**config.mk**
```make
export PLATFORM = sky130hd
export DESIGN_NAME = nbwp_block_guard
export DESIGN_NICKNAME = d
export VERILOG_FILES = /design/src/include/nbwp_pkg.sv /design/src/rtl/nbwp_block_guard.sv /design/src/rtl/nbwp_range_decode.sv
export VERILOG_INCLUDE_DIRS = /design/src /design/src/include
export SDC_FILE = /design/constraint.sdc
export NUM_CORES = 1
export LEC_CHECK = 0
export ABC_AREA = 1
export BUFFER_PORTS_ARGS = -buffer_cell sky130_fd_sc_hd__buf_4
export CAP_MARGIN = 20
export CORE_MARGIN = 5
export CORE_UTILIZATION = 52
export DETAILED_ROUTE_END_ITERATION = 16
export GPL_TIMING_DRIVEN = 0
export PLACE_DENSITY = 0.88
export SLEW_MARGIN = 20
export SYNTH_ARGS = -nofsm -noshare
export SYNTH_HDL_FRONTEND = slang
export SYNTH_HIERARCHICAL = 1
export SYNTH_SLANG_ARGS = --single-unit
```
**constraint.sdc**
```tcl
create_clock -name clk_i -period 3.67 [get_ports clk_i]
set_input_delay 0.5505 -clock clk_i [delete_from_list [all_inputs] [get_ports clk_i]]
set_output_delay 0.5505 -clock clk_i [all_outputs]
set_load 0.05 [all_outputs]
```
**src/include/nbwp_defines.svh**
```systemverilog
`ifndef NBWP_DEFINES_SVH
`define NBWP_DEFINES_SVH

// ----------------------------------------------------------------
// Feature commands and addresses
// ----------------------------------------------------------------
`define NBWP_CMD_FEATURE_READ  8'h0F
`define NBWP_CMD_FEATURE_WRITE 8'h1F
`define NBWP_ADDR_GUARD        8'hA0
`define NBWP_ADDR_CONFIG       8'hB0

// ----------------------------------------------------------------
// Protection register fields
// ----------------------------------------------------------------
`define NBWP_BIT_SEL_HI        7
`define NBWP_RANGE_MSB         6
`define NBWP_RANGE_LSB         3
`define NBWP_BIT_TOP_BOTTOM    2
`define NBWP_BIT_PIN_ENABLE    1
`define NBWP_BIT_SEL_LO        0
`define NBWP_GUARD_RESET       8'h7C

// ----------------------------------------------------------------
// Configuration register fields
// ----------------------------------------------------------------
`define NBWP_BIT_REG_LOCK      5

// ----------------------------------------------------------------
// Range decoding
// ----------------------------------------------------------------
`define NBWP_BLOCK_ADDR_W      10
`define NBWP_RANGE_MAX_FRAC    4'h9

`endif

```
**src/include/nbwp_pkg.sv**
```systemverilog
package nbwp_pkg;

	typedef enum logic [1:0] {
		NBWP_GUARD_OPEN,
		NBWP_GUARD_PIN_GATED,
		NBWP_GUARD_FROZEN,
		NBWP_GUARD_READ_ONLY
	} nbwp_guard_state_t;

endpackage

```
**src/rtl/nbwp_block_guard.sv**
```systemverilog
`timescale 1ns/1ps
`default_nettype none
`include "nbwp_defines.svh"

// Notes on behaviour
// - All protection register bits volatile, rewritable by feature write.
// - Pin enable and both select bits zero: pin is only a data line.
// - Select high only, pin enable zero, pin low: register writes refused.
// - Same setting with pin high: register writes accepted, pin stays data line.
// - Select low only: register frozen until power cycle, whatever pin enable.
// - Both select bits one: lock bit settable, then register frozen.
// - Pin enable zero: quad transfers allowed.
// - Pin enable one: no quad transfers; pin is write protect input.
// - Pin enable one and pin low: every write blocked, device read-only.
// - Power cycle turns select low only into both select bits zero.
// - Top select zero: codes 1..9 lock upper 1/512..1/2, 101x/11xx all.
// - Top select one: codes 1..9 lock lower 1/512..1/2.
// - Program or erase into a locked block is ignored.
// - Such program sets program fail; such erase sets erase fail.
// - Feature read 0Fh and write 1Fh, each with one address byte.
// - Lock bit is configuration bit 5, freezes register until power cycle.
module nbwp_block_guard (
	input  wire logic       clk_i,
	input  wire logic       arst_n_i,
	input  wire logic       cmd_valid_i,
	input  wire logic [7:0] cmd_opcode_i,
	input  wire logic [7:0] feat_addr_i,
	input  wire logic [7:0] feat_wdata_i,
	input  wire logic       data_line_two_i,
	input  wire logic       op_valid_i,
	input  wire logic       op_is_erase_i,
	input  wire logic       op_addr_valid_i,
	input  wire logic [9:0] op_block_i,
	output logic [7:0]      rdata_o,
	output logic            rdata_valid_o,
	output logic            wr_refused_o,
	output logic            op_accept_o,
	output logic            op_done_o,
	output logic            program_fail_o,
	output logic            erase_fail_o,
	output logic            quad_enable_o,
	output logic            device_read_only_o,
	output logic            guard_reg_lock_o,
	output logic [7:0]      block_lock_config_o
);

	// ----------------------------------------------------------------
	// Pin synchroniser, three stages
	// ----------------------------------------------------------------
	// Reset to idle high: no false read-only after reset
	logic [2:0] pin_sync;
	logic       pin_level;

	always_ff @(posedge clk_i or negedge arst_n_i) begin
		if (!arst_n_i) begin
			pin_sync <= 3'h7;
		end else begin
			pin_sync <= {pin_sync[1:0], data_line_two_i};
		end
	end

	always_ff @(posedge clk_i or negedge arst_n_i) begin
		if (!arst_n_i) begin
			pin_level <= 1'b1;
		end else if (pin_sync[2] == pin_sync[1]) begin
			pin_level <= pin_sync[2];
		end
	end

	// ----------------------------------------------------------------
	// Registers
	// ----------------------------------------------------------------
	logic [7:0] block_lock_config;
	logic       guard_reg_lock;

	wire reg_guard_sel_hi  = block_lock_config[`NBWP_BIT_SEL_HI];
	wire reg_guard_sel_lo  = block_lock_config[`NBWP_BIT_SEL_LO];
	wire guard_pin_enable  = block_lock_config[`NBWP_BIT_PIN_ENABLE];
	wire top_bottom_select = block_lock_config[`NBWP_BIT_TOP_BOTTOM];
	wire [3:0] lock_range_code = block_lock_config[`NBWP_RANGE_MSB:`NBWP_RANGE_LSB];

	// ----------------------------------------------------------------
	// Guard state
	// ----------------------------------------------------------------
	nbwp_pkg::nbwp_guard_state_t guard_state;

	wire read_only  = guard_pin_enable && !pin_level;
	wire pin_gated  = reg_guard_sel_hi && !reg_guard_sel_lo &&
		!guard_pin_enable && !pin_level;
	wire power_down = reg_guard_sel_lo && !reg_guard_sel_hi;
	wire frozen     = power_down || guard_reg_lock;

	// Read-only outranks frozen and pin-gated states
	always_comb begin
		if (read_only) begin
			guard_state = nbwp_pkg::NBWP_GUARD_READ_ONLY;
		end else if (frozen) begin
			guard_state = nbwp_pkg::NBWP_GUARD_FROZEN;
		end else if (pin_gated) begin
			guard_state = nbwp_pkg::NBWP_GUARD_PIN_GATED;
		end else begin
			guard_state = nbwp_pkg::NBWP_GUARD_OPEN;
		end
	end

	// ----------------------------------------------------------------
	// Feature command decode
	// ----------------------------------------------------------------
	wire is_read     = cmd_valid_i && (cmd_opcode_i == `NBWP_CMD_FEATURE_READ);
	wire is_write    = cmd_valid_i && (cmd_opcode_i == `NBWP_CMD_FEATURE_WRITE);
	wire hit_guard   = (feat_addr_i == `NBWP_ADDR_GUARD);
	wire hit_config  = (feat_addr_i == `NBWP_ADDR_CONFIG);
	wire guard_open  = (guard_state == nbwp_pkg::NBWP_GUARD_OPEN);
	wire lock_allow  = reg_guard_sel_hi && reg_guard_sel_lo && !read_only;
	wire wr_guard    = is_write && hit_guard && guard_open;
	wire wr_lock     = is_write && hit_config && lock_allow &&
		feat_wdata_i[`NBWP_BIT_REG_LOCK];
	wire refuse      = is_write && ((hit_guard && !guard_open) ||
		(hit_config && read_only));
	wire [7:0] config_view = {2'h0, guard_reg_lock, 5'h00};

	logic [7:0] next_rdata;

	always_comb begin
		if (hit_guard) begin
			next_rdata = block_lock_config;
		end else if (hit_config) begin
			next_rdata = config_view;
		end else begin
			next_rdata = 8'h00;
		end
	end

	// Reset stands for power-up, clearing any power lock-down
	// No clear path for the lock: only reset drops it
	always_ff @(posedge clk_i or negedge arst_n_i) begin
		if (!arst_n_i) begin
			block_lock_config <= `NBWP_GUARD_RESET;
			guard_reg_lock    <= 1'b0;
		end else begin
			if (wr_guard) begin
				block_lock_config <= feat_wdata_i;
			end
			if (wr_lock) begin
				guard_reg_lock <= 1'b1;
			end
		end
	end

	always_ff @(posedge clk_i or negedge arst_n_i) begin
		if (!arst_n_i) begin
			rdata_o       <= 8'h00;
			rdata_valid_o <= 1'b0;
			wr_refused_o  <= 1'b0;
		end else begin
			rdata_valid_o <= is_read;
			wr_refused_o  <= refuse;
			if (is_read) begin
				rdata_o <= next_rdata;
			end
		end
	end

	// ----------------------------------------------------------------
	// Program and erase screening
	// ----------------------------------------------------------------
	logic range_hit;

	nbwp_range_decode #(
		.BLOCK_ADDR_W(`NBWP_BLOCK_ADDR_W)
	) u_range (
		.lock_range_code_i  (lock_range_code),
		.top_bottom_select_i(top_bottom_select),
		.block_i            (op_block_i),
		.hit_o              (range_hit)
	);

	wire op_blocked     = range_hit || read_only || !op_addr_valid_i;
	// Erase fail has no address-valid qualifier
	wire erase_blocked  = range_hit || read_only;
	wire next_op_accept = op_valid_i && !op_blocked;

	// Fail flags follow the latest op of their kind
	always_ff @(posedge clk_i or negedge arst_n_i) begin
		if (!arst_n_i) begin
			op_accept_o    <= 1'b0;
			op_done_o      <= 1'b0;
			program_fail_o <= 1'b0;
			erase_fail_o   <= 1'b0;
		end else begin
			op_done_o   <= op_valid_i;
			op_accept_o <= next_op_accept;
			if (op_valid_i && !op_is_erase_i) begin
				program_fail_o <= op_blocked;
			end
			if (op_valid_i && op_is_erase_i) begin
				erase_fail_o <= erase_blocked;
			end
		end
	end

	// ----------------------------------------------------------------
	// Pin role and status outputs
	// ----------------------------------------------------------------
	wire next_quad_enable = !guard_pin_enable;

	always_ff @(posedge clk_i or negedge arst_n_i) begin
		if (!arst_n_i) begin
			quad_enable_o       <= 1'b1;
			device_read_only_o  <= 1'b0;
			guard_reg_lock_o    <= 1'b0;
			block_lock_config_o <= `NBWP_GUARD_RESET;
		end else begin
			quad_enable_o       <= next_quad_enable;
			device_read_only_o  <= read_only;
			guard_reg_lock_o    <= guard_reg_lock;
			block_lock_config_o <= block_lock_config;
		end
	end

endmodule

`default_nettype wire

```
**src/rtl/nbwp_range_decode.sv**
```systemverilog
`timescale 1ns/1ps
`default_nettype none
`include "nbwp_defines.svh"

module nbwp_range_decode #(
	parameter int BLOCK_ADDR_W = `NBWP_BLOCK_ADDR_W
) (
	input  wire logic [3:0]              lock_range_code_i,
	input  wire logic                    top_bottom_select_i,
	input  wire logic [BLOCK_ADDR_W-1:0] block_i,
	output logic                         hit_o
);

	generate
		if (BLOCK_ADDR_W != `NBWP_BLOCK_ADDR_W) begin : g_bad_width
			$error("nbwp_range_decode serves exactly 1024 blocks");
		end
	endgenerate

	// ----------------------------------------------------------------
	// Fraction decode: code n of 1..9 locks 2**n blocks at one end
	// ----------------------------------------------------------------
	logic [BLOCK_ADDR_W-1:0] high_mask;
	logic [BLOCK_ADDR_W-1:0] masked;
	logic                    none_locked;
	logic                    all_locked;
	logic                    upper_hit;
	logic                    lower_hit;

	assign high_mask   = {BLOCK_ADDR_W{1'b1}} << lock_range_code_i;
	assign masked      = block_i & high_mask;
	assign none_locked = (lock_range_code_i == 4'h0);
	assign all_locked  = (lock_range_code_i > `NBWP_RANGE_MAX_FRAC);
	assign upper_hit   = (masked == high_mask);
	assign lower_hit   = (masked == {BLOCK_ADDR_W{1'b0}});

	assign hit_o = !none_locked &&
		(all_locked || (top_bottom_select_i ? lower_hit : upper_hit));

endmodule

`default_nettype wire

```
==> results of run 1 <==
==> layer usage <==
layer  vias to the layer above  share of wire [%]  global-route usage (%)
met3                        11                9.5                   5.835
met1                       732                 40                   21.73
met5                         -                  0                       0
li1                        823                  -                       -
met2                        60                 48                   29.44
met4                         0                2.6                   9.002
==> sequential cells by signal, indices dropped and copies added (netlist names) <==
register and flops:
block_lock_config 8, block_lock_config_o 8, pin_level 1, quad_enable_o 1, guard_reg_lock_o 1, wr_refused_o 1, op_accept_o 1, program_fail_o 1
op_done_o 1, pin_sync 3, erase_fail_o 1, rdata_valid_o 1, rdata_o 8, device_read_only_o 1, guard_reg_lock 1
==> placed cells by master, fill, tap and decap left out <==
master and n:
clkbuf_8 1, nand3b_1 2, nand2_4 3, nand2_1 71, nand2_2 1, o21ai_1 6
inv_1 21, nor2_1 21, nor3_1 2, a21boi_2 1, dfstp_2 15, a21oi_1 3
nor2_4 4, dfrtp_1 23, nand3_1 22, buf_4 65, clkbuf_1 2, buf_6 1
buf_2 1, nand4_1 2, o21ai_0 5, inv_2 4, nor2_8 1, clkbuf_4 5
or2_0 1, a31oi_1 2, maj3_1 1, nor2_2 1
==> cell families after synthesis <==
kind of cell               count (synthesis)  synth area share (%)
and+or+nand+nor                          131                 34.03
buffers and inverters                     27                 6.136
adders and majority gates                  1                0.5579
DFF                                       38                 54.04
AOI/OAI and AO/OA                         17                 5.230
==> final timing paths <==
path	from	slack, ns	cells past startpoint	to
max in group asynchronous	arst_n_i	3.18	1	block_lock_config_o[2]
worst min-delay path	arst_n_i	0.15	1	wr_refused_o
worst max-delay path	block_lock_config[6]	1.95	10	erase_fail_o
worst min register to register	pin_sync[0]	0.36	0	pin_sync[1]
min in group clk_i	data_line_two_i	0.31	1	pin_sync[0]
worst max register to register	block_lock_config[6]	1.95	10	erase_fail_o
==> cell type report <==
type	count	area, µm²
Sequential cell	38	969.7
Fill cell	264	938.4
Multi-Input combinational cell	149	714.4
Timing Repair Buffer	65	488.0
Inverter	25	93.84
Clock buffer	8	58.81
Tap cell	46	57.56
Buffer	2	16.27
==> through the flow <==
stage,cells,instance area [µm²],total power [mW],hold WS (ns)
finish,333,2399,0.7406,0.1505
CTS,333,2399,0.7451,0.1633
global route,333,2399,0.7773,0.1758
floorplan,214,1794,0.4749,0.2549
global placement,325,2340,0.5258,0.3466
detailed placement,325,2340,0.5283,0.3472
==> worst register-to-register path, cell delays in order, from the launching register on <==
cell and delay (ns):
dfstp_2 0.44, nor2_1 0.32, nand2_1 0.12, nor2_1 0.12, nor2_1 0.06, nand2_1 0.06
nand3_1 0.07, nand2_1 0.06, inv_1 0.04, nor2_1 0.19, a31oi_1 0.11
==> power groups by stage <==
stage	Clock, mW	Sequential [mW]	Combinational [mW]
2_1_floorplan	0	0.453	0.0219
3_3_place_gp	0	0.439	0.0864
3_5_place_dp	0	0.440	0.0884
4_1_cts	0.224	0.433	0.0886
5_1_grt	0.246	0.434	0.0970
6_report	0.221	0.432	0.0873
==> reports/summary.txt, run 1 <==
Worst Path Required: 3.89 ns
Comb power frac: 11.8%
Seq pwr share: 58.4%
Relative slew margins: 70.50%
HP Class: in2async
crit path cell chain: nor2_1 -> nand2_1 -> nor2_1 -> nor2_1 -> nand2_1 -> nand3_1 -> nand2_1 -> inv_1 -> nor2_1 -> a31oi_1
post-CTS sizing: 0
#FFs+latches synth: 38
Power Internal: 0.5649 mW
die area: 4725 µm²
Setup crit start kind: flop
top-count cell post-synth: nand2_1
clock power share: 29.8%
Detail Route Antenna Nets: 0
CP max-delay cell: dfstp_2
Post-DP HPWL: 2.958 mm
period utilization: 46.88%
Root Buffer: clkbuf_4
core box area: 3337 µm²
Worst-path clk slew: 0.10 ns
Critical Path AT: 1.94 ns
Ports: 66
drt pass-1 iters: 4
H-Tree Level Count: 2
hold violation count in the final report: 0
Worst-Skew Late Latency: 0.33 ns
P_sw: 0.1757 mW
Bufs on Longest Clock Path: 2
layout cells sized above 1: 35.89%
total routed wirelength: 3.782 mm
number of global-route vias before repair: 1482
largest net degree at the start of global routing: 39
Post-synth top cells: 71 x nand2_1, 23 x dfrtp_1, 22 x nand3_1, 21 x inv_1, 21 x nor2_1
starting density of the core: 53.77%
final setup vio count: 0
area delta synth->final: 33.68%
CTS tree: done
# clock sinks: 38
# rows: 21
Sw Ratio: 23.73%
CP peak stage delay: 0.44 ns
# diodes: 0
critical path type: reg2reg
initial antenna violation count: 0
Synth top area share: 32.08%
worst-path fanout max: 10
static leakage: 1.296 nW
via density per instance: 4.883
RSZ-0062 raised after global routing: no
die height: 68.74 µm
Crit path max-delay family: simple AND/OR/NAND/NOR gates
die width: 68.74 µm
GRT Util Overall: 18.18%
Seq/Total Area, Yosys: 54.04%
post-CTS setup buffer count: 0
Post-synth EDFFs: 0
Placer Congestion: 0.8656
Buf/Inv on CP: 1
DR DRC count: 0
predominant post-synthesis flop cell: dfrtp_1
yosys warns: 6
min setup slack post-route: 1.949 ns
Synth area leader: dfrtp_1
Num CTS Buffers: 5
CP endpoint kind: flop
Max VDD drop: 0.1897 mV
Vias: 1626
fin util: 71.88%
CTS hold repair buffers: 0
Congestion Overflow GR: 0
worst slack, placed: 2.004 ns
nets: 327
power per cell area: 308.8 nW/µm²
Clock Skew: 0.001751 ns
Syn Nets: 255
Crit path top cell by count: nor2_1
average wire per standard cell: 11.36 µm
Iter 0 DRT Violations: 127
PortBufs: 65
Period minus WS final: 1.721 ns
FMAX: 581.2 MHz
asr flop ratio synth: 100.0%
Cell Area, Synth: 1794 µm²
Synth cell types: 24
cell count after synthesis: 214
Mapped Avg Cell Area: 8.384 µm²
sum of negative setup slack: 0 ns
Worst-Margin Slew: 0.4425 ns
pins over their slew limit: 0
status: completed
first-pass GRT wire length: 6.313 mm
Maximum Capacitance Violations: 0
synth top area cells: dfrtp_1 32%, dfstp_2 22%, nand2_1 15%
No activity file was read; power rests on OpenSTA's default activity.
==> run 2, diff against run 1 <==
CORE_UTILIZATION = 49   (was 52)
PLACE_DENSITY = 0.83   (was 0.88)
clock period = 1.6 ns   (was 3.67 ns; I/O delays follow)
==> reports/summary.txt, run 2 (synthesis results as in run 1) <==
failing checks: setup timing
Clock Skew: 0.003925 ns
power per cell area: 777.1 nW/µm²
first-pass GRT wire length: 6.989 mm
layout cells sized above 1: 39.53%
# diodes: 0
area delta synth->final: 41.77%
placed cells: 327
hold violation count in the final report: 0
HP Class: in2reg
PortBufs: 65
Maximum Capacitance Violations: 0
die width: 70.51 µm
Ports: 66
Root Buffer: clkbuf_8
via density per instance: 4.933
Relative slew margins: 69.38%
total routed wirelength: 4.294 mm
biggest regs: block_lock_config (8), block_lock_config_o (8), rdata_o (8)
Congestion Overflow GR: 0
number of global-route vias before repair: 1648
pins over their slew limit: 0
RSZ-0062 raised after global routing: yes
Layout fillers: 283
Finished Layout Cells: 344
critical path type: reg2reg
area of the multi-input gates: 735.7 µm²
Num CTS Buffers: 5
static leakage: 1.366 nW
average wire per standard cell: 12.48 µm
Post-DP HPWL: 3.028 mm
CP endpoint kind: flop
CTS tree: done
nets: 336
worst slack, placed: -0.06537 ns
Period minus WS final: 1.626 ns
period utilization: 101.6%
final setup vio count: 3
# clock sinks: 38
Vias: 1697
GRT Util Overall: 17.64%
drt pass-1 iters: 5
Max VDD drop: 0.4761 mV
starting density of the core: 49.76%
Worst-Skew Late Latency: 0.28 ns
Pwr Total: 1.977 mW
min setup slack post-route: -0.02578 ns
sum of negative setup slack: -0.06294 ns
die area: 4972 µm²
largest net degree at the start of global routing: 39
fin util: 70.54%
DR DRC count: 0
Critical Path AT: 1.83 ns
H-Tree Level Count: 2
Worst R2R Path Depth: 12
status: complete, but fails checks
Worst Path Required: 1.80 ns
worst-path fanout max: 7
Iter 0 DRT Violations: 102
Placer Congestion: 0.7882
# rows: 22
most common cell after layout, fill and taps aside: buf_4
FMAX: 615.1 MHz
initial antenna violation count: 0
Setup crit start kind: flop
Worst-Margin Slew: 0.4593 ns
Hold Crit Depth: 1
Bufs on Longest Clock Path: 2
register area: 969.7 µm²
core box area: 3606 µm²
Detail Route Antenna Nets: 0
die height: 70.51 µm
Worst-path clk slew: 0.07 ns
commonest cells after routing, fill and taps aside: 72 x buf_4, 70 x nand2_1, 23 x dfrtp_1, 22 x nand3_1, 20 x inv_1
-- run 2: cell types whose count changed in the layout (fill, tap and decap cells not counted), sizes merged --
cell,before,now
buf,67,75
bufinv,0,1
clkbuf,8,7
dlygate4sd3,0,1
-- run 2: cell type report --
type                    count  share of cell area [%]
plain buffers               2                  0.6394
clock buffers               7                   3.000
clock inverters             1                   1.181
inverters                  25                   3.689
multi-input cells         149                   28.92
flip-flops and latches     38                   38.12
well taps                  48                   2.361
repair buffers             74                   22.09
-- run 2: metal layers --
| layer | global-route usage, % | wire [µm] | vias up |
|---|---|---|---|
| li1 | - | - | 833 |
| met1 | 19.16 | 1602 | 777 |
| met2 | 31.39 | 2182 | 74 |
| met3 | 4.892 | 373 | 13 |
| met4 | 8.511 | 135 | 0 |
| met5 | 0 | 0 | - |
-- run 2: final timing paths --
| path | from | end | slack (ns) |
|---|---|---|---|
| max | block_lock_config[5] | erase_fail_o | -0.03 |
| min | data_line_two_i | pin_sync[0] | 0.06 |
| max reg2reg | block_lock_config[5] | erase_fail_o | -0.03 |
| min reg2reg | pin_sync[0] | pin_sync[1] | 0.36 |
| max in group asynchronous | arst_n_i | pin_level | 0.79 |
| min in group asynchronous | arst_n_i | guard_reg_lock | 0.45 |
-- run 2: worst max-delay path: stages (launching register included) --
cell	delay, ns
dfstp_2	0.61
inv_2	0.08
nand2_2	0.06
nand2_1	0.06
nand2_1	0.06
nand2_1	0.06
nor2_1	0.10
nand2_1	0.08
nand3_1	0.10
nand2_1	0.07
inv_2	0.08
nor2_4	0.04
a31oi_2	0.14
-- run 2: per-stage QoR --
| stage | cell area (µm²) | hold WS [ns] |
|---|---|---|
| final | 2544 | 0.06112 |
| after global routing | 2544 | 0.05284 |
| after CTS | 2541 | 0.06070 |
| after detailed placement | 2342 | 0.2207 |
| after global placement | 2342 | 0.2164 |
| after floorplan | 1794 | -0.05559 |
-- run 2: where the power goes --
group | total (mW) | switching [mW] | internal (mW)
Combinational | 0.206 | 0.107 | 0.0994
Sequential | 0.993 | 0.0109 | 0.982
Clock | 0.777 | 0.311 | 0.466
-- run 2: timing repair --
| action | 4_1_cts | 5_1_grt |
|---|---|---|
| endpoints found under the hold margin | 23 | 0 |
| resized for setup | 8 | 1 |
| setup buffers | 8 | 0 |
| pin swaps | 7 | 3 |
| hold buffers | 1 | 0 |
| endpoints found under the setup margin | 3 | 3 |
==> run 3, diff against run 2 <==
==> constraint.sdc (replaced) <==
create_clock -name clk_i -period 1.6 [get_ports clk_i]
set_input_delay 0.08 -clock clk_i [delete_from_list [all_inputs] [get_ports clk_i]]
set_output_delay 0.08 -clock clk_i [all_outputs]
set_load 0.05 [all_outputs]
==> reports/summary.txt, run 3 (synthesis results as in run 1) <==
Detail Route Antenna Nets: 0
most common cell after layout, fill and taps aside: buf_4
commonest cells after routing, fill and taps aside: 72 x buf_4, 70 x nand2_1, 23 x dfrtp_1, 22 x nand3_1, 20 x inv_1
Worst Path Required: 1.81 ns
die area: 4972 µm²
FMAX: 613.6 MHz
GRT Util Overall: 18.27%
Post-DP HPWL: 3.028 mm
starting density of the core: 49.76%
Hold WS: 0.01270 ns
hold violation count in the final report: 0
Worst-Margin Slew: 0.4587 ns
worst-path fanout max: 7
Root Buffer: clkbuf_8
Seq pwr share: 49.8%
P_sw: 0.4382 mW
first-pass GRT wire length: 7.245 mm
die height: 70.51 µm
Ports: 66
HP Class: in2reg
register area: 969.7 µm²
Pwr Total: 1.992 mW
RSZ-0062 raised after global routing: yes
Period minus WS final: 1.630 ns
total routed wirelength: 4.424 mm
Sw Ratio: 21.99%
initial antenna violation count: 0
CP endpoint kind: flop
Bufs on Longest Clock Path: 2
largest net degree at the start of global routing: 39
static leakage: 1.383 nW
via density per instance: 4.945
failing checks: setup timing
average wire per standard cell: 12.71 µm
critical path type: reg2reg
Iter 0 DRT Violations: 95
pins over their slew limit: 0
drt pass-1 iters: 5
Power Internal: 1.554 mW
Comb power frac: 10.8%
fin util: 71.65%
nets: 340
min setup slack post-route: -0.02985 ns
Critical Path AT: 1.84 ns
period utilization: 101.9%
Setup crit start kind: flop
Num CTS Buffers: 5
# clock sinks: 38
Vias: 1721
final setup vio count: 3
Maximum Capacitance Violations: 0
die width: 70.51 µm
Hold Crit Depth: 3
# diodes: 0
Worst-path clk slew: 0.07 ns
DR DRC count: 0
CTS tree: done
Worst R2R Path Depth: 12
Congestion Overflow GR: 0
Placer Congestion: 0.7882
Layout fillers: 279
core box area: 3606 µm²
area of the multi-input gates: 735.7 µm²
H-Tree Level Count: 2
Clock Skew: 0.003867 ns
Max VDD drop: 0.4772 mV
clock power share: 39.4%
area delta synth->final: 44.00%
Worst-Skew Late Latency: 0.29 ns
biggest regs: block_lock_config (8), block_lock_config_o (8), rdata_o (8)
layout cells sized above 1: 39.00%
# rows: 22
status: complete, but fails checks
PortBufs: 65
power per cell area: 771.1 nW/µm²
Relative slew margins: 69.42%
number of global-route vias before repair: 1701
## run 3: area by class of cell
type | instances | share of cell area (%)
plain buffers | 2 | 0.6295
inverters | 25 | 3.632
clock inverters | 1 | 1.162
multi-input cells | 149 | 28.47
well taps | 48 | 2.324
flip-flops and latches | 38 | 37.53
clock buffers | 7 | 2.954
repair buffers | 78 | 23.29
## run 3: layer usage
metal | up-vias | global-route usage [%] | part of all wire, %
met3 | 13 | 4.892 | 8.6
met5 | - | 0 | 0
met2 | 78 | 32.95 | 52
met1 | 788 | 19.71 | 36
li1 | 842 | - | -
met4 | 0 | 8.511 | 3.2
## run 3: stage by stage
stage	setup TNS, ns	instances	area [µm²]	worst slack [ns]
after floorplan	0	214	1794	0.2185
after global placement	0	327	2342	0.01333
after detailed placement	-0.1093	327	2342	-0.06537
after CTS	-0.02637	348	2581	-0.02637
after global routing	-0.4036	348	2584	-0.1585
final	-0.08493	348	2584	-0.02985
## run 3: power by group through the flow
stage | Combinational [mW] | Clock [mW] | Sequential [mW]
2_1_floorplan | 0.0502 | 0 | 1.04
3_3_place_gp | 0.199 | 0 | 1.01
3_5_place_dp | 0.204 | 0 | 1.01
4_1_cts | 0.216 | 0.779 | 0.993
5_1_grt | 0.236 | 0.826 | 0.995
6_report | 0.215 | 0.784 | 0.993
## run 3: path summary, 6_finish.rpt
path | end | from | slack [ns]
max | erase_fail_o | block_lock_config[5] | -0.03
min | block_lock_config[3] | feat_wdata_i[3] | 0.01
max reg2reg | erase_fail_o | block_lock_config[5] | -0.03
min reg2reg | pin_sync[1] | pin_sync[0] | 0.36
max in group asynchronous | pin_level | arst_n_i | 0.96
min in group asynchronous | guard_reg_lock | arst_n_i | 0.29
## run 3: repair_timing
action | in CTS | in global routing
buffers inserted | 8 | 0
endpoints found under the setup margin | 3 | 3
hold buffers | 5 | 0
hold endpoints to repair | 27 | 0
pin swaps | 7 | 3
gates resized for setup | 8 | 1
## run 3: worst max-delay path, cell delays in order (launching register included)
cell and delay [ns]:
dfstp_2 0.61, inv_2 0.08, nand2_2 0.06, nand2_1 0.06, nand2_1 0.06, nand2_1 0.06
nor2_1 0.11, nand2_1 0.09, nand3_1 0.10, nand2_1 0.07, inv_2 0.08, nor2_4 0.04
a31oi_2 0.14
